**config.mk**
```make
export PLATFORM = sky130hd
export DESIGN_NAME = dhp_top
export DESIGN_NICKNAME = d
export VERILOG_FILES = /design/src/dhp_pkg.sv /design/src/dhp_nv_if.sv /design/src/dhp_nv_store.sv /design/src/dhp_top.sv
export SDC_FILE = /design/constraint.sdc
export NUM_CORES = 1
export LEC_CHECK = 0
export BUFFER_PORTS_ARGS = -buffer_cell sky130_fd_sc_hd__buf_2
export CAP_MARGIN = 0
export CORE_MARGIN = 5
export CORE_UTILIZATION = 55
export DETAILED_ROUTE_END_ITERATION = 7
export PLACE_DENSITY_LB_ADDON = 0.08
export SKIP_CTS_REPAIR_TIMING = 1
export SLEW_MARGIN = 25
export SYNTH_ARGS = -nofsm -noshare
export SYNTH_HDL_FRONTEND = slang
export SYNTH_SLANG_ARGS = --single-unit
export TNS_END_PERCENT = 1
```
**constraint.sdc**
```tcl
create_clock -name clk -period 15.1 [get_ports clk]
set_clock_uncertainty 0.2 [all_clocks]
set_input_delay 0.755 -clock clk [delete_from_list [all_inputs] [get_ports clk]]
set_output_delay 0.755 -clock clk [all_outputs]
set_load 0.02 [all_outputs]
```
**src/dhp_pkg.sv**
```systemverilog
// Purpose: shared constants for the display host port and reset block
// Assumes: 250 MHz system clock
// Notes: times kept in their own unit, cycle counts derived from them
package dhp_pkg;
    // ------------------------------------------------------------------
    // clock and timing
    // ------------------------------------------------------------------
    localparam int CLK_PERIOD_NS = 4;
    localparam int RST_REJECT_NS = 5000;   // shorter low pulses ignored
    localparam int RST_GLITCH_NS = 1000;   // high blips inside a pulse
    localparam int CANCEL_IN_MS = 5;       // reset cancel, sleep-in
    localparam int CANCEL_OUT_MS = 120;    // reset cancel, sleep-out
    // a least time rounds up to whole cycles
    localparam int RST_REJECT_CYC =
        (RST_REJECT_NS + CLK_PERIOD_NS - 1) / CLK_PERIOD_NS;
    localparam int RST_GLITCH_CYC =
        (RST_GLITCH_NS + CLK_PERIOD_NS - 1) / CLK_PERIOD_NS;
    // a longest time rounds down
    localparam int CANCEL_IN_CYC = CANCEL_IN_MS * 1000000 / CLK_PERIOD_NS;
    localparam int CANCEL_OUT_CYC = CANCEL_OUT_MS * 1000000 / CLK_PERIOD_NS;
    localparam int FILT_W = 12;
    localparam int CANCEL_W = 25;

    // ------------------------------------------------------------------
    // bus widths and modes
    // ------------------------------------------------------------------
    localparam int DATA_W = 18;
    localparam logic [1:0] BUS_W8 = 2'h0;
    localparam logic [1:0] BUS_W9 = 2'h1;
    localparam logic [1:0] BUS_W16 = 2'h2;
    localparam logic [1:0] BUS_W18 = 2'h3;
    localparam int SER_BITS = 8;
    localparam logic [7:0] CMD_SLEEP_IN = 8'h10;
    localparam logic [7:0] CMD_SLEEP_OUT = 8'h11;

    // ------------------------------------------------------------------
    // nonvolatile store layout
    // ------------------------------------------------------------------
    localparam int NV_AW = 2;
    localparam logic [NV_AW-1:0] NV_ID0 = 2'h0;
    localparam logic [NV_AW-1:0] NV_ID1 = 2'h1;
    localparam logic [NV_AW-1:0] NV_ID2 = 2'h2;
    localparam logic [NV_AW-1:0] NV_COMMON_VOLTAGE_SETTING = 2'h3;
    // arbitrary neutral contents
    localparam logic [31:0] NV_INIT = 32'h2A01_5A00;

    typedef enum logic [1:0] {
        RS_RUN = 2'b00,
        RS_HOLD = 2'b01,
        RS_LOAD = 2'b10,
        RS_WAIT = 2'b11
    } dhp_rst_state_t;
endpackage : dhp_pkg

```
**src/dhp_nv_if.sv**
```systemverilog
// Purpose: read port between the reset sequencer and the store
// Assumes: single clock
// Notes: read data appear one cycle after the address
`timescale 1ns/1ns
interface dhp_nv_if;
    logic [dhp_pkg::NV_AW-1:0] addr;
    logic [7:0] rdata;
    modport reader (output addr, input rdata);
    modport store (input addr, output rdata);
endinterface : dhp_nv_if

```
**src/dhp_nv_store.sv**
```systemverilog
// Purpose: small nonvolatile settings store, registered read
// Assumes: contents fixed at build time
// Notes: read data come out of a register
`timescale 1ns/1ns
module dhp_nv_store (
    input wire logic clk,          // system clock
    input wire logic rst,          // async reset, active high
    dhp_nv_if.store nv             // read port
);
    logic [7:0] rdata_reg;
    logic [7:0] rdata_next;

    // ------------------------------------------------------------------
    // word select
    // ------------------------------------------------------------------
    always_comb begin
        rdata_next = dhp_pkg::NV_INIT[{nv.addr, 3'h0} +: 8];
    end

    // read register
    always_ff @(posedge clk or posedge rst) begin
        if (rst) begin
            rdata_reg <= 8'h00;
        end else begin
            rdata_reg <= rdata_next;
        end
    end

    assign nv.rdata = rdata_reg;
endmodule : dhp_nv_store

```
**src/dhp_top.sv**
```systemverilog
// Purpose: host command/data port and hardware reset of a display core
// Assumes: host pins are asynchronous and pass two flip-flops first
// Notes: serial link write only; parallel port reads back rd_data
`timescale 1ns/1ns
module dhp_top #(
    parameter int CANCEL_IN_CYC = dhp_pkg::CANCEL_IN_CYC,
    parameter int CANCEL_OUT_CYC = dhp_pkg::CANCEL_OUT_CYC
) (
    input wire logic clk,                 // 250 MHz system clock
    input wire logic rst,                 // async reset, active high
    input wire logic hw_reset_line_n,     // reset pin, active low
    input wire logic [1:0] bus_width,     // parallel width select
    input wire logic serial_mode,         // 1: serial link in use
    input wire logic serial_4line,        // 1: 4-line, 0: 3-line
    input wire logic port_select_n,       // chip select pin
    input wire logic write_strobe_n,      // parallel write strobe
    input wire logic read_strobe_n,       // parallel read strobe
    input wire logic cmd_data_select,     // 0 command, 1 data
    input wire logic [17:0] data_in,      // parallel data pins in
    input wire logic ser_clk,             // serial clock pin
    input wire logic ser_din,             // serial data pin in
    input wire logic [17:0] rd_data,      // core read-back word
    output logic [17:0] data_out,         // parallel data pins out
    output logic data_oe,                 // parallel data drive enable
    output logic rx_valid,                // one-cycle word strobe
    output logic rx_is_cmd,               // word is a command
    output logic [17:0] rx_data,          // received word
    output logic core_reset,              // core held in reset
    output logic ready,                   // accepting host transfers
    output logic display_blank,           // display blanked
    output logic sleep_out,               // sleep-out mode active
    output logic [23:0] id_bytes,         // loaded id bytes
    output logic [7:0] common_voltage_setting // loaded voltage setting
);
    // ------------------------------------------------------------------
    // pin synchronisers (two flops, then a third for edges)
    // ------------------------------------------------------------------
    localparam int SYW = 25;
    logic [SYW-1:0] pin_raw, sy1_reg, sy2_reg, sy3_reg;
    assign pin_raw = {hw_reset_line_n, port_select_n, write_strobe_n,
        read_strobe_n, cmd_data_select, ser_clk, ser_din, data_in};

    always_ff @(posedge clk or posedge rst) begin
        if (rst) begin
            sy1_reg <= {SYW{1'b1}};
            sy2_reg <= {SYW{1'b1}};
            sy3_reg <= {SYW{1'b1}};
        end else begin
            sy1_reg <= pin_raw;
            sy2_reg <= sy1_reg;
            sy3_reg <= sy2_reg;
        end
    end

    logic rl_n, cs_n, wr_n, rd_n, dc, sclk, sdin;
    logic [17:0] din;
    assign {rl_n, cs_n, wr_n, rd_n, dc, sclk, sdin, din} = sy2_reg;
    logic wr_rise, rd_fall, rd_rise, sclk_rise;
    assign wr_rise = wr_n & ~sy3_reg[22];
    assign rd_fall = ~rd_n & sy3_reg[21];
    assign rd_rise = rd_n & ~sy3_reg[21];
    assign sclk_rise = sclk & ~sy3_reg[19];

    // bus width masking of a parallel word
    function automatic logic [17:0] width_mask(input logic [1:0] w,
                                               input logic [17:0] d);
        logic [17:0] r;
        r = d;
        if (w == dhp_pkg::BUS_W8) begin
            r = {10'h000, d[7:0]};
        end else if (w == dhp_pkg::BUS_W9) begin
            r = {9'h000, d[8:0]};
        end else if (w == dhp_pkg::BUS_W16) begin
            r = {2'h0, d[15:0]};
        end
        return r;
    endfunction : width_mask

    // ------------------------------------------------------------------
    // reset line filter
    // ------------------------------------------------------------------
    logic [dhp_pkg::FILT_W-1:0] low_cnt_reg, low_cnt_next;
    logic [dhp_pkg::FILT_W-1:0] hi_cnt_reg, hi_cnt_next;
    logic rst_hit_reg, rst_hit_next;

    // low time must reach the reject count before a reset is taken;
    // thereafter a high must persist through the glitch count to end it
    always_comb begin
        low_cnt_next = low_cnt_reg;
        hi_cnt_next = hi_cnt_reg;
        rst_hit_next = rst_hit_reg;
        if (!rst_hit_reg) begin
            hi_cnt_next = '0;
            if (rl_n) begin
                low_cnt_next = '0;
            end else if (low_cnt_reg ==
                    dhp_pkg::FILT_W'(dhp_pkg::RST_REJECT_CYC - 1)) begin
                rst_hit_next = 1'b1;
            end else begin
                low_cnt_next = low_cnt_reg + 1'b1;
            end
        end else begin
            low_cnt_next = '0;
            if (!rl_n) begin
                hi_cnt_next = '0;
            end else if (hi_cnt_reg ==
                    dhp_pkg::FILT_W'(dhp_pkg::RST_GLITCH_CYC - 1)) begin
                rst_hit_next = 1'b0;
            end else begin
                hi_cnt_next = hi_cnt_reg + 1'b1;
            end
        end
    end

    always_ff @(posedge clk or posedge rst) begin
        if (rst) begin
            low_cnt_reg <= '0;
            hi_cnt_reg <= '0;
            rst_hit_reg <= 1'b0;
        end else begin
            low_cnt_reg <= low_cnt_next;
            hi_cnt_reg <= hi_cnt_next;
            rst_hit_reg <= rst_hit_next;
        end
    end

    // ------------------------------------------------------------------
    // reset sequencer and settings reload
    // ------------------------------------------------------------------
    dhp_nv_if nv ();
    dhp_nv_store u_store (
        .clk(clk),
        .rst(rst),
        .nv(nv)
    );

    dhp_pkg::dhp_rst_state_t st_reg, st_next;
    logic [dhp_pkg::CANCEL_W-1:0] cnt_reg, cnt_next;
    logic [2:0] ld_reg, ld_next;
    logic was_out_reg, was_out_next;
    logic sleep_reg, sleep_next;
    logic [23:0] id_reg, id_next;
    logic [7:0] common_voltage_setting_reg, common_voltage_setting_next;
    logic cmd_ok;
    logic [17:0] rx_word;
    logic rx_take;
    logic rx_cmd;

    assign nv.addr = ld_reg[dhp_pkg::NV_AW-1:0];

    always_comb begin
        st_next = st_reg;
        cnt_next = cnt_reg;
        ld_next = ld_reg;
        was_out_next = was_out_reg;
        sleep_next = sleep_reg;
        id_next = id_reg;
        common_voltage_setting_next = common_voltage_setting_reg;
        case (st_reg)
            dhp_pkg::RS_RUN: begin
                if (rst_hit_reg) begin
                    was_out_next = sleep_reg;
                    st_next = dhp_pkg::RS_HOLD;
                end else if (cmd_ok && rx_cmd &&
                        rx_word[7:0] == dhp_pkg::CMD_SLEEP_OUT) begin
                    sleep_next = 1'b1;
                end else if (cmd_ok && rx_cmd &&
                        rx_word[7:0] == dhp_pkg::CMD_SLEEP_IN) begin
                    sleep_next = 1'b0;
                end
            end
            dhp_pkg::RS_HOLD: begin
                sleep_next = 1'b0;
                ld_next = 3'h0;
                if (!rst_hit_reg) begin
                    st_next = dhp_pkg::RS_LOAD;
                end
            end
            dhp_pkg::RS_LOAD: begin
                ld_next = ld_reg + 3'h1;
                if (ld_reg != 3'h0) begin
                    if (ld_reg[1:0] == 2'h0) begin
                        common_voltage_setting_next = nv.rdata;
                    end else begin
                        id_next = {id_reg[15:0], nv.rdata};
                    end
                end
                if (ld_reg == 3'h4) begin
                    cnt_next = '0;
                    st_next = dhp_pkg::RS_WAIT;
                end
            end
            default: begin
                cnt_next = cnt_reg + 1'b1;
                if (rst_hit_reg) begin
                    st_next = dhp_pkg::RS_HOLD;
                end else if (cnt_reg == dhp_pkg::CANCEL_W'(was_out_reg ?
                        CANCEL_OUT_CYC - 6 : CANCEL_IN_CYC - 6)) begin
                    st_next = dhp_pkg::RS_RUN;
                end
            end
        endcase
    end

    always_ff @(posedge clk or posedge rst) begin
        if (rst) begin
            st_reg <= dhp_pkg::RS_HOLD;
            cnt_reg <= '0;
            ld_reg <= 3'h0;
            was_out_reg <= 1'b0;
            sleep_reg <= 1'b0;
            id_reg <= 24'h000000;
            common_voltage_setting_reg <= 8'h00;
        end else begin
            st_reg <= st_next;
            cnt_reg <= cnt_next;
            ld_reg <= ld_next;
            was_out_reg <= was_out_next;
            sleep_reg <= sleep_next;
            id_reg <= id_next;
            common_voltage_setting_reg <= common_voltage_setting_next;
        end
    end

    // ------------------------------------------------------------------
    // host receive: parallel strobe and serial shifter
    // ------------------------------------------------------------------
    logic [3:0] bit_reg, bit_next;
    logic [7:0] sh_reg, sh_next;
    logic sdc_reg, sdc_next;
    logic rxv_reg, rxv_next, rxc_reg, rxc_next;
    logic [17:0] rxd_reg, rxd_next;
    logic [17:0] dout_reg, dout_next;
    logic doe_reg, doe_next;
    logic ser_bit;
    logic [3:0] ser_last;

    // 3-line has a leading select bit
    assign ser_last = serial_4line ? 4'(dhp_pkg::SER_BITS - 1)
                                   : 4'(dhp_pkg::SER_BITS);
    assign ser_bit = serial_mode && !cs_n && sclk_rise;

    // word assembly, shared by both links
    always_comb begin
        rx_take = 1'b0;
        rx_cmd = ~dc;
        rx_word = '0;
        if (!serial_mode) begin
            rx_take = !cs_n && wr_rise;
            rx_word = width_mask(bus_width, din);
        end else begin
            rx_take = ser_bit && bit_reg == ser_last;
            rx_cmd = serial_4line ? ~dc : ~sdc_reg;
            rx_word = {10'h000, sh_reg[6:0], sdin};
        end
    end

    // commands only taken while the core runs; others dropped
    assign cmd_ok = rx_take && st_reg == dhp_pkg::RS_RUN;

    always_comb begin
        bit_next = bit_reg;
        sh_next = sh_reg;
        sdc_next = sdc_reg;
        rxv_next = cmd_ok;
        rxc_next = rxc_reg;
        rxd_next = rxd_reg;
        dout_next = dout_reg;
        doe_next = doe_reg;
        if (cs_n || !serial_mode) begin
            bit_next = 4'h0;
        end else if (ser_bit) begin
            bit_next = (bit_reg == ser_last) ? 4'h0 : bit_reg + 4'h1;
            sh_next = {sh_reg[6:0], sdin};
            if (!serial_4line && bit_reg == 4'h0) begin
                sdc_next = sdin;
            end
        end
        if (cmd_ok) begin
            rxc_next = rx_cmd;
            rxd_next = rx_word;
        end
        // read-back drive while the read strobe is low
        if (!serial_mode && !cs_n && rd_fall &&
                st_reg == dhp_pkg::RS_RUN) begin
            dout_next = width_mask(bus_width, rd_data);
            doe_next = 1'b1;
        end else if (rd_rise || cs_n) begin
            doe_next = 1'b0;
        end
    end

    always_ff @(posedge clk or posedge rst) begin
        if (rst) begin
            bit_reg <= 4'h0;
            sh_reg <= 8'h00;
            sdc_reg <= 1'b0;
            rxv_reg <= 1'b0;
            rxc_reg <= 1'b0;
            rxd_reg <= 18'h00000;
            dout_reg <= 18'h00000;
            doe_reg <= 1'b0;
        end else begin
            bit_reg <= bit_next;
            sh_reg <= sh_next;
            sdc_reg <= sdc_next;
            rxv_reg <= rxv_next;
            rxc_reg <= rxc_next;
            rxd_reg <= rxd_next;
            dout_reg <= dout_next;
            doe_reg <= doe_next;
        end
    end

    // ------------------------------------------------------------------
    // outputs, each from a flop
    // ------------------------------------------------------------------
    logic crst_reg, rdy_reg, blank_reg;
    always_ff @(posedge clk or posedge rst) begin
        if (rst) begin
            crst_reg <= 1'b1;
            rdy_reg <= 1'b0;
            blank_reg <= 1'b1;
        end else begin
            crst_reg <= st_next == dhp_pkg::RS_HOLD;
            rdy_reg <= st_next == dhp_pkg::RS_RUN;
            blank_reg <= st_next != dhp_pkg::RS_RUN || !sleep_next;
        end
    end

    assign data_out = dout_reg;
    assign data_oe = doe_reg;
    assign rx_valid = rxv_reg;
    assign rx_is_cmd = rxc_reg;
    assign rx_data = rxd_reg;
    assign core_reset = crst_reg;
    assign ready = rdy_reg;
    assign display_blank = blank_reg;
    assign sleep_out = sleep_reg;
    assign id_bytes = id_reg;
    assign common_voltage_setting = common_voltage_setting_reg;
endmodule : dhp_top

```
==> metrics.cfg <==
[grt]
overflow = 0
grt_max_degree = 97
grt_pass1_wl_mm = 24.9
track_usage_pct = 19.0
antenna_found_initial = 0
grt_pass1_vias = 5153

[outcome]
outcome = completed

[route]
avgRoutedWirePerCell_um = 15.3
first_pass_iters = 6
drt-initial-drc-count = 242
detail_route.wirelength_mm = 14.5
via_per_inst = 5.29
ant_nets = 0
drc = 0
num_vias = 4990

[critical_path]
worstPathArrival_ns = 3.12
setup.worst_path.start_class = flip-flop
slowest_stage = nor4_4
cpPeakStageDelay_ns = 0.65
crit_chain = inv_1, ha_1, or2_0, nor4_4, nand4_2, or3_1, a21oi_1
crit_buf_inv = 1
cp_max_fo = 10
end_kind = flip-flop
cp_data_required_time_ns = 15.26
r2r_cells = 7
path_depth = 7
crit_type = flip-flop to flip-flop
critPathTopFamily = simple AND/OR/NAND/NOR gates

[clock_tree]
root_buffer = clkbuf_16
cts.path.max_buffers = 2
path_clk_slew_ns = 0.07
worstSkewPairLatency_ns = 0.43
cts_tree = built
cts_buffers = 17
clock-sinks = 184
htreeDepth = 4

[placed_design]
io_buffers = 115
dp.cells = 912
place_congestion = 0.818
hpwlAfterDp_mm = 10.2

[floorplanning]
start_util_pct = 55.6
dieArea_um2 = 16300
row_count = 43
core_area_um2 = 13700
fp.dieW_um = 128
die_y_um = 128
io_pins = 124

[final_layout]
synthToLayoutAreaGrowth_pct = 16.4
nets = 817
drive_above_1_share_pct = 33.4
final_common_cell = dfrtp_1
fin_cells = 944
diodes = 0
final_cell_mix = 128 x dfrtp_1, 115 x buf_2, 62 x nor2_1, 56 x dfstp_2, 49 x nand2_1
multi_input_area_um2 = 2660
seqCellArea_um2 = 4670
fill_cells = 1097

[timing]
period_minus_slack_ns = 2.96
timing.final.crit_share_pct = 19.6
rsz0062_at_grt = false
worst_pin_slew_ns = 0.891
slew_headroom_pct = 40.6
finalSetupViolCount = 0
fmax_mhz = 338
final-hold-violation-count = 0
finalSetupTns_ns = 0
report.final.slew_viol_count = 0

[yosys]
synth.area.top_cells = dfrtp_1 42%, dfstp_2 19%, mux2_2 5.3%, xor2_1 3.3%, nor2_1 3.1%
synth_compound_area_share_pct = 5.22
synth_flop_cell = dfrtp_1
synthMuxAreaShare_pct = 6.63
post_synth_inst_count = 646
synthXorXnorAreaFrac_pct = 4.83
avgSynthCellArea_um2 = 11.8
synth-warning-count = 0
synth_edf_count = 0
seq_area_frac_synth_pct = 61.3
ys_seq_elements = 184
async_reset_ff_share_pct = 100
yosysUniqueCellTypes = 54
synth-adder-area-share_pct = 2.79
synth_top_area_share_pct = 42.0
yosysTopAreaCell = dfrtp_1
synthSimpleGateAreaFrac_pct = 14.8
syn_area_um2 = 7620
synth_top_family_by_area = simple AND/OR/NAND/NOR gates

[power_and_ir_drop]
power_density_nw_per_um2 = 122
p_leak_nw = 4.15
ir_drop_v = 0.0000861

[hold_path]
hold_path_depth = 0
hold_class = flip-flop to flip-flop

[flow_run]
drv_cap = 0

## layout make-up
type,count,area share [%]
well taps,180,2.54
clock buffers,19,5.23
flip-flops and latches,184,52.7
clock inverters,13,1.42
inverters,29,1.28
multi-input cells,400,29.9
repair buffers,119,6.87
## worst paths after layout
kind / slack [ns] / end / startpoint
worst max-delay path: 12.14 / cnt_reg[24] / st_reg[0]
min in group asynchronous: 0.27 / hi_cnt_reg[9] / rst
worst max register to register: 12.14 / cnt_reg[24] / st_reg[0]
worst min register to register: 0.15 / sy2_reg[23] / sy1_reg[23]
max in group asynchronous: 13.12 / data_out[13] / rst
worst min-delay path: 0.15 / sy2_reg[23] / sy1_reg[23]
## per-stage QoR
stage                     util [%]  setup WS (ns)  power, mW  hold WS [ns]  area (µm²)
after global routing          64.7          11.91       1.13         0.160        8870
after global placement        60.3          11.76      0.655         0.146        8270
after CTS                     64.6          12.12       1.09         0.157        8860
final                         64.7          12.14       1.08         0.154        8870
after detailed placement      60.3          11.71      0.659         0.147        8270
after floorplan                  -           9.24      0.618         0.145        7650
## per-layer routing
metal  up-vias  routed length (µm)  track usage, %  part of all wire, %
met3        15                 934            6.29                  6.5
met2       133                7240            31.0                   50
met1      2455                6070            24.5                   42
li1       2387                   -               -                    -
met4         0                 206            5.68                  1.4
met5         -                   0               0                    0
## cells by family (layout without fill, tap and decap cells)
group,Yosys count,in the layout
buffers and inverters,69,180
xor gates and xnor gates,42,42
muxes,46,46
and+or+nand+nor,217,217
other,1,8
AOI/OAI and AO/OA,70,70
DFF,184,184
adders and majority gates,17,17
## power breakdown
group          internal (mW)  switching (mW)  total, mW
clock network          0.233           0.202      0.435
logic                 0.0363          0.0611     0.0974
registers              0.531          0.0212      0.552
## synth_stat cells, types with 16 or more instances
library cell  instances
buf_4                16
dfrtp_1             128
dfstp_2              56
ha_1                 17
inv_1                29
mux2_2               36
nand2_1              49
nand3_1              32
nand4_1              17
nor2_1               62
o21ai_0              44
xor2_1               29
(Power assumes the default switching activity.)
